$ cat src/design/parity_check_pkg.sv
/*
 * Package for the program memory parity checker: register map, field
 * positions, reset values, mode encoding and the access carrier.
 * Assumes a single 20 MHz core clock and a synchronous active-high reset.
 */
package parity_check_pkg;

    // ------------------------------------------------------------
    // register map (byte addresses)
    // ------------------------------------------------------------
    localparam logic [31:0] STATUS_ADDR   = 32'h0184_6404;
    localparam logic [31:0] COMMAND_ADDR  = 32'h0184_6408;
    localparam logic [31:0] LOCATION_ADDR = 32'h0184_640C;

    // ------------------------------------------------------------
    // status and command bit positions
    // ------------------------------------------------------------
    localparam int BIT_ON        = 0;
    localparam int BIT_OFF       = 2;
    localparam int BIT_HOLD      = 3;
    localparam int BIT_FETCH_ERR = 5;
    localparam int BIT_XFER_ERR  = 6;

    // location register fields
    localparam int LOC_ADDR_LSB  = 5;
    localparam int LOC_RAM_BIT   = 0;

    // ------------------------------------------------------------
    // memory geometry
    // ------------------------------------------------------------
    localparam int WORD_BITS  = 256;
    localparam int INDEX_BITS = 6;
    localparam int DEPTH      = 64;

    localparam logic [31:0] READ_ZERO = 32'h0000_0000;

    // ------------------------------------------------------------
    // checker mode, gray coded along off -> on -> hold
    // ------------------------------------------------------------
    typedef enum logic [1:0] {
        MODE_OFF  = 2'h0,
        MODE_ON   = 2'h1,
        MODE_HOLD = 2'h3
    } mode_e;

    localparam mode_e RESET_MODE = MODE_OFF;

    // one memory access seen by the checker
    typedef struct packed {
        logic                   valid;
        logic                   write;
        logic                   full;     // 256 bits wide and aligned
        logic                   fetch;    // program fetch, else dma/internal_transfer_engine
        logic                   ram;      // ram portion, else cache
        logic [31:0]            addr;
        logic [WORD_BITS-1:0]   data;
    } access_s;

endpackage : parity_check_pkg

$ cat src/design/parity_store.sv
/*
 * Parity store: one parity bit and one valid bit per 256-bit word.
 * Read data come out of a register one cycle after the read index.
 * Assumes the caller never reads and writes the same entry with
 * expectations of write-through.
 */
`timescale 1ns/100ps

module parity_store (
    // clock and reset
    input  wire logic                                   mclk_i,
    input  wire logic                                   reset_i,
    // write port
    input  wire logic                                   wr_en_i,
    input  wire logic [parity_check_pkg::INDEX_BITS-1:0] wr_idx_i,
    input  wire logic                                   wr_par_i,
    input  wire logic                                   wr_vld_i,
    // read port
    input  wire logic [parity_check_pkg::INDEX_BITS-1:0] rd_idx_i,
    output logic                                        rd_par_o,
    output logic                                        rd_vld_o
);

    logic [parity_check_pkg::DEPTH-1:0] par_r;
    logic [parity_check_pkg::DEPTH-1:0] vld_r;

    // valid bits are cleared at reset; parity bits need no reset
    always_ff @(posedge mclk_i) begin
        if (reset_i) begin
            vld_r <= '0;
        end else if (wr_en_i) begin
            vld_r[wr_idx_i] <= wr_vld_i;
        end
    end

    always_ff @(posedge mclk_i) begin
        if (wr_en_i) begin
            par_r[wr_idx_i] <= wr_par_i;
        end
    end

    always_ff @(posedge mclk_i) begin
        if (reset_i) begin
            rd_par_o <= 1'b0;
            rd_vld_o <= 1'b0;
        end else begin
            rd_par_o <= par_r[rd_idx_i];
            rd_vld_o <= vld_r[rd_idx_i];
        end
    end

endmodule : parity_store

$ cat config.mk
export PLATFORM = sky130hd
export DESIGN_NAME = parity_store
export DESIGN_NICKNAME = d
export VERILOG_FILES = /design/src/design/parity_check_pkg.sv /design/src/design/parity_store.sv
export SDC_FILE = /design/constraint.sdc
export NUM_CORES = 1
export LEC_CHECK = 0
export BUFFER_PORTS_ARGS = -buffer_cell sky130_fd_sc_hd__clkbuf_2
export CAP_MARGIN = 5
export CELL_PAD_IN_SITES_DETAIL_PLACEMENT = 0
export CELL_PAD_IN_SITES_GLOBAL_PLACEMENT = 1
export CORE_ASPECT_RATIO = 0.6
export CORE_MARGIN = 4
export CORE_UTILIZATION = 40
export DETAILED_ROUTE_END_ITERATION = 10
export PLACE_DENSITY = 0.64
export SYNTH_ARGS = -nofsm -noshare
export SYNTH_HDL_FRONTEND = slang
export SYNTH_SLANG_ARGS = --single-unit
$ cat constraint.sdc
create_clock -name mclk_i -period 2.4 [get_ports mclk_i]
set_clock_uncertainty 0.05 [all_clocks]
set_input_delay 0.36 -clock mclk_i [delete_from_list [all_inputs] [get_ports mclk_i]]
set_output_delay 0.36 -clock mclk_i [all_outputs]
set_load 0.005 [all_outputs]
==> impl_metrics.csv, run 1 <==
group,metric,value,unit
power,powerDensity,758,nW/um2
synth,synthTopCellsByArea,"edfxtp_1 (33%), dfxtp_1 (23%), mux4_2 (12%)",
floorplan,core_area,13900,um2
finish,fillers,1309,
clock_tree,cts.htree.levels,4,
placement,place_area,6090,um2
critical_path,worst-path-buf-inv,0,
timing,fmax,0.518,GHz
synth,synth_top_area_cell,"edfxtp_1",
status,outcome,"complete, no violations",
routing,dr.pass1.iters,5,
power,p_leak,2.12,nW
routing,wl_per_cell,19.9,um
routing,drc_errors,0,
timing,setup_violations,0,
placement,port_buffers,18,
critical_path,path_class,"reg2reg",
routing,drt-initial-drc-count,300,
timing,rsz0062_at_grt,"false",
timing,hold_ws,0.250,ns
clock_tree,cts_resized,0,
synth,async_flop_share,0,%
clock_tree,cts.clk_slew.worst_paths,0.05,ns
critical_path,crit_chain,"mux4_2 -> nor2b_4 -> a2111oi_4 -> a2111oi_1 -> a32o_1",
critical_path,cp-start-kind,"flop",
timing,relSlewSlack,54.0,%
global_route,grt_max_degree,48,
finish,final_nets,553,
floorplan,row_count,33,
run,cap_violations,0,
timing,hold_viol_final,0,
global_route,grt_pass1_vias,3835,
clock_tree,clock_latency,0.41,ns
synth,syn_nets,546,
finish,fin_util,47.8,%
placement,pre_cts_ws,0.248,ns
critical_path,r2r_slack,0.47,ns
floorplan,die_area,16600,um2
critical_path,max_stage_delay,0.46,ns
min_path,min_path_type,"in2reg",
floorplan,die_y,101,um
placement,gp_congestion,0.764,
global_route,grt_overflow_total,0,
floorplan,start_util,41.7,%
finish,diodes,0,
clock_tree,cts_buffer_depth,2,
routing,vias,4114,
finish,final_area,6650,um2
synth,syn_area_per_cell,11.0,um2
finish,area_delta_synth_final,14.4,%
clock_tree,cts_sinks,130,
critical_path,cp-end-kind,"flop",
synth,syn_area,5810,um2
finish,multi_input_area,2340,um2
timing,setup_tns,0,ns
synth,yosys_warnings,0,
routing,via_per_inst,5.55,
global_route,grt_antenna_before_repair,0,
routing,wl,14700,um
global_route,grt_pass1_wl,23100,um
placement,hpwl,10000,um
clock_tree,hold_buffers,0,
synth,synth.top_cell.area_share,33.1,%
finish,regArea,3240,um2
timing,fin_crit_sh,80.5,%
synth,syn_inst,529,
timing,tightestPinTransition,0.691,ns
clock_tree,cts_made_buffers,17,
timing,drv_slew,0,
critical_path,worstPathMaxFanout,1,
critical_path,crit_slowest_cell,"mux4_2",
routing,antenna_left,0,
synth,synth.distinct_cells,34,
timing,setup_ws,0.469,ns
global_route,grt_use_total,18.8,%
synth,synth-main-ff-cell,"dfxtp_1",
clock_tree,cts_tree,"built",
synth,synth.most_common_cell,"nor2_1",
floorplan,chipWidth,164,um
synth,synth_edf_count,64,
synth,synth_common_cells,"nor2_1 (74), nand2_1 (68), dfxtp_1 (66)",
critical_path,arrival,2.18,ns
synth,ys_seq_elements,130,
clock_tree,cts_root_buf,"clkbuf_16",
floorplan,ios,19,
power,vdd_ir_drop_max,0.412,mV
timing,period_needed,1.93,ns
clock_tree,post_cts_buffers,0,
finish,layout-drive-gt1-share,18.2,%
synth,synth-seq-area-share,55.9,%
critical_path,timing.critical_path.max_delay_family,"compound AO/OA/AOI/OAI gates",
critical_path,worstPathRequired,2.64,ns
## logic make-up (layout without fill, tap and decap cells)
kind of cell / Yosys count / after routing / synth area share (%)
muxes: 52 / 52 / 15.9
AOI/OAI and AO/OA: 121 / 121 / 11.1
buffers and inverters: 49 / 69 / 3.92
DFF: 130 / 130 / 55.9
and+or+nand+nor: 177 / 177 / 13.2
## metrics by stage
step | total power [W] | instances
2_1_floorplan | 0.00258 | 529
3_3_place_gp | 0.00269 | 709
3_5_place_dp | 0.00270 | 709
4_1_cts | 0.00508 | 741
5_1_grt | 0.00521 | 741
6_report | 0.00504 | 741
## worst register-to-register path: stages (launching register included)
cell and delay, ns:
edfxtp_1 0.40, mux4_2 0.46, nor2b_4 0.15, a2111oi_4 0.39
a2111oi_1 0.10, a32o_1 0.28
## final timing paths
| path | from | endpoint | cells after the start |
|---|---|---|---|
| max reg2reg | par_r[32]$_DFFE_PP_ | rd_par_o$_SDFF_PP0_ | 5 |
| min reg2reg | vld_r[23]$_SDFFE_PP0P_ | vld_r[23]$_SDFFE_PP0P_ | 2 |
| min | rd_idx_i[5] | rd_vld_o$_SDFF_PP0_ | 4 |
| max | par_r[32]$_DFFE_PP_ | rd_par_o$_SDFF_PP0_ | 5 |
## final cells by class
| type | instances | area share, % |
|---|---|---|
| clock buffer | 21 | 7.10 |
| clock inverter | 11 | 1.19 |
| inverter | 2 | 0.113 |
| multi-input combinational | 350 | 35.2 |
| sequential | 130 | 48.8 |
| tap | 192 | 3.62 |
| timing repair buffer | 35 | 4.03 |
## sequential cells by signal, summed over array words and instances (netlist names)
signal    cells
vld_r        64
par_r        64
rd_par_o      1
rd_vld_o      1
## cells in the final DEF (no fill, tap or decap), types with 2 or more instances in the layout
master,synthesis,layout
mux2i_1,20,20
nand3b_1,6,6
a21oi_1,58,58
buf_4,1,13
o21ai_0,20,20
clkinvlp_4,0,2
clkbuf_1,31,2
nor2_1,74,74
nand4_1,4,4
clkinv_2,0,2
or2_1,5,5
dfxtp_1,66,66
clkinv_4,0,3
inv_4,0,3
nand2_1,68,68
or3b_1,3,3
clkbuf_2,0,18
mux4_2,32,32
buf_12,0,4
o21ai_1,37,37
edfxtp_1,64,64
nor2b_1,4,4
clkbuf_16,0,18
nand3_1,7,7
## routing by layer
layer	global-route usage, %	vias up	share of wire, %	routed length, um
li1	-	1938	-	-
met1	31.0	2036	53	7790
met2	24.0	130	39	5810
met3	4.88	10	6.9	1010
met4	4.25	0	0.71	104
met5	0	-	0	0
## where the power goes
group / total (W) / switching [W] / leakage [nW] / internal (W)
clock network: 0.00239 / 0.000978 / 0.270 / 0.00141
logic: 0.000299 / 0.000195 / 0.742 / 0.000104
registers: 0.00235 / 0.00000670 / 1.11 / 0.00234
total: 0.00504 / 0.00118 / 2.12 / 0.00386
Note: power is estimated with default switching activity, not from simulation.
==> run 2: changes to the inputs <==
--- a/config.mk
+++ b/config.mk
@@ -5,6 +5,7 @@
 export SDC_FILE = /design/constraint.sdc
 export NUM_CORES = 1
 export LEC_CHECK = 0
+export ABC_AREA = 1
 export BUFFER_PORTS_ARGS = -buffer_cell sky130_fd_sc_hd__clkbuf_2
 export CAP_MARGIN = 5
 export CELL_PAD_IN_SITES_DETAIL_PLACEMENT = 0
@@ -13,7 +14,7 @@
 export CORE_MARGIN = 4
 export CORE_UTILIZATION = 40
 export DETAILED_ROUTE_END_ITERATION = 10
-export PLACE_DENSITY = 0.64
+export PLACE_DENSITY = 0.68
 export SYNTH_ARGS = -nofsm -noshare
 export SYNTH_HDL_FRONTEND = slang
 export SYNTH_SLANG_ARGS = --single-unit
==> constraint.sdc (replaced) <==
create_clock -name mclk_i -period 1.9 [get_ports mclk_i]
set_clock_uncertainty 0.05 [all_clocks]
set_input_delay 0.285 -clock mclk_i [delete_from_list [all_inputs] [get_ports mclk_i]]
set_output_delay 0.285 -clock mclk_i [all_outputs]
set_load 0.005 [all_outputs]
==> impl_metrics.csv, run 2 <==
group,metric,value,unit
status,outcome,"complete, no violations",
routing,wl_per_cell,18.1,um
floorplan,start_util,41.5,%
placement,gp_congestion,0.809,
critical_path,worstPathRequired,2.16,ns
synth,ys_seq_elements,130,
timing,drv_slew,0,
power,pwr-share-clk,49.6,%
run,cap_violations,0,
floorplan,ios,19,
power,switchingPower,0.00170,W
synth,synthTopCellsByArea,"edfxtp_1 (32%), dfxtp_1 (22%), nand2_1 (16%)",
finish,diodes,0,
critical_path,cp-start-kind,"input port",
power,swShare,24.7,%
min_path,min_path_type,"in2reg",
timing,hold_ws,0.183,ns
power,p_leak,2.70,nW
finish,area_delta_synth_final,16.4,%
global_route,grt_pass1_wl,28400,um
clock_tree,cts_tree,"built",
timing,setup_violations,0,
timing,setup_tns,0,ns
routing,dr.pass1.iters,5,
global_route,grt_use_total,21.1,%
synth,synth-main-ff-cell,"dfxtp_1",
timing,period_needed,1.37,ns
clock_tree,cts.htree.levels,4,
routing,drt-initial-drc-count,544,
critical_path,worst-path-buf-inv,2,
critical_path,arrival,1.63,ns
routing,via_per_inst,5.29,
global_route,grt_overflow_total,0,
clock_tree,clock_latency,0.41,ns
clock_tree,post_cts_buffers,0,
floorplan,core_area,14700,um2
timing,relSlewSlack,51.4,%
floorplan,row_count,34,
placement,hpwl,11300,um
synth,synth_common_cells,"nand2_1 (266), nand3_1 (108), dfxtp_1 (66)",
critical_path,max_stage_delay,0.29,ns
synth,syn_nets,799,
timing,fmax,0.729,GHz
power,power.internal,0.00518,W
critical_path,worstPathMaxFanout,64,
timing,fin_crit_sh,72.2,%
placement,port_buffers,18,
routing,drc_errors,0,
critical_path,crit_slowest_cell,"buf_12",
floorplan,die_y,104,um
synth,synth-seq-area-share,53.3,%
clock_tree,hold_buffers,0,
synth,synth.distinct_cells,20,
floorplan,die_area,17300,um2
clock_tree,cts_made_buffers,17,
finish,layout-drive-gt1-share,10.9,%
synth,synth_top_area_cell,"edfxtp_1",
synth,synth.top_cell.area_share,31.6,%
synth,synth_edf_count,64,
routing,wl,18300,um
routing,antenna_left,0,
finish,final_common_cell,"nand2_1",
synth,async_flop_share,0,%
clock_tree,cts.clk_slew.worst_paths,0.06,ns
synth,syn_area,6090,um2
power,p_comb_share,7.3,%
synth,syn_inst,782,
critical_path,crit_chain,"clkbuf_2 -> buf_12 -> nand2_1 -> nand3_1 -> nand3_1 -> nand2_1 -> nand2_1 -> nand3_1 -> nand3_1 -> a21oi_1",
routing,vias,5350,
critical_path,cp_common_cell,"nand3_1",
critical_path,timing.critical_path.max_delay_family,"simple AND/OR/NAND/NOR gates",
clock_tree,cts_root_buf,"clkbuf_16",
finish,final_nets,818,
power,vdd_ir_drop_max,0.510,mV
power,seqPwrFrac,43.1,%
clock_tree,cts_resized,0,
synth,yosys_warnings,0,
clock_tree,cts_sinks,130,
critical_path,cp-end-kind,"flop",
timing,tightestPinTransition,0.729,ns
finish,top_regs,"par_r: 64 flops, vld_r: 64 flops",
power,powerDensity,970,nW/um2
global_route,grt_max_degree,67,
global_route,grt_antenna_before_repair,0,
global_route,grt_pass1_vias,4935,
timing,hold_viol_final,0,
synth,syn_area_per_cell,7.78,um2
critical_path,path_class,"in2reg",
floorplan,chipWidth,167,um
synth,synth.most_common_cell,"nand2_1",
finish,layout_common_cells,"nand2_1 (266), nand3_1 (108), dfxtp_1 (66)",
timing,rsz0062_at_grt,"false",
clock_tree,cts_buffer_depth,2,
[run 2: cell count changes in the layout (fill, tap and decap cells not counted), sizes merged, moves of 5 or more]
| cell | change |
|---|---|
| mux2i | -20 |
| buf | +9 |
| nor3 | +29 |
| inv | +54 |
| nand3 | +101 |
| nor2 | -19 |
| nand2 | +198 |
| or2 | -5 |
| nand3b | -6 |
| nor2b | -5 |
| mux4 | -32 |
| o21ai | -24 |
[run 2: cells by family after synthesis]
family | synth area share, %
and+or+nand+nor | 32.0
buffers and inverters | 7.11
DFF | 53.3
AOI/OAI and AO/OA | 7.56
[run 2: tightest hold or removal path, stage by stage]
cell	delay, ns
clkbuf_2	0.13
nand3_1	0.09
a21oi_1	0.07
[run 2: per-stage QoR]
stage	worst slack, ns	total power [W]	area [um2]	std cells	util, %
after floorplan	0.503	0.00330	6090	782	-
after global placement	0.148	0.00352	6480	980	44.1
after detailed placement	0.156	0.00352	6480	980	44.1
after CTS	0.582	0.00690	7080	1012	48.3
after global routing	0.427	0.00710	7080	1012	48.3
final	0.527	0.00687	7080	1012	48.3
[run 2: layout make-up]
type,count,area [um2]
clock buffer,18,429
clock inverter,14,179
fill,1495,7590
inverter,57,214
multi-input combinational,551,2410
sequential,130,3240
tap,198,248
timing repair buffer,44,360
[run 2: final timing paths]
path	from	end	slack, ns	cells past startpoint
max	rd_idx_i[0]	rd_vld_o$_SDFF_PP0_	0.53	10
min	rd_idx_i[5]	rd_par_o$_SDFF_PP0_	0.18	3
max reg2reg	vld_r[1]$_SDFFE_PP0P_	rd_vld_o$_SDFF_PP0_	0.57	8
min reg2reg	vld_r[15]$_SDFFE_PP0P_	vld_r[15]$_SDFFE_PP0P_	0.42	2
[run 2: per-layer routing]
metal / GRT usage, % / vias to the layer above / wire length [um]
met2: 27.8 / 209 / 7270
met5: 0 / - / 0
met3: 5.86 / 23 / 1560
met1: 33.5 / 2504 / 9240
met4: 4.98 / 0 / 216
li1: - / 2614 / -
[run 2: power by group through the flow]
| stage | registers (W) | logic, W | clock network [W] |
|---|---|---|---|
| after global placement | 0.00302 | 0.000500 | 0 |
| after CTS | 0.00296 | 0.000501 | 0.00343 |
| after global routing | 0.00296 | 0.000550 | 0.00358 |
| after detailed placement | 0.00302 | 0.000500 | 0 |
| final | 0.00296 | 0.000503 | 0.00341 |
| after floorplan | 0.00302 | 0.000276 | 0 |
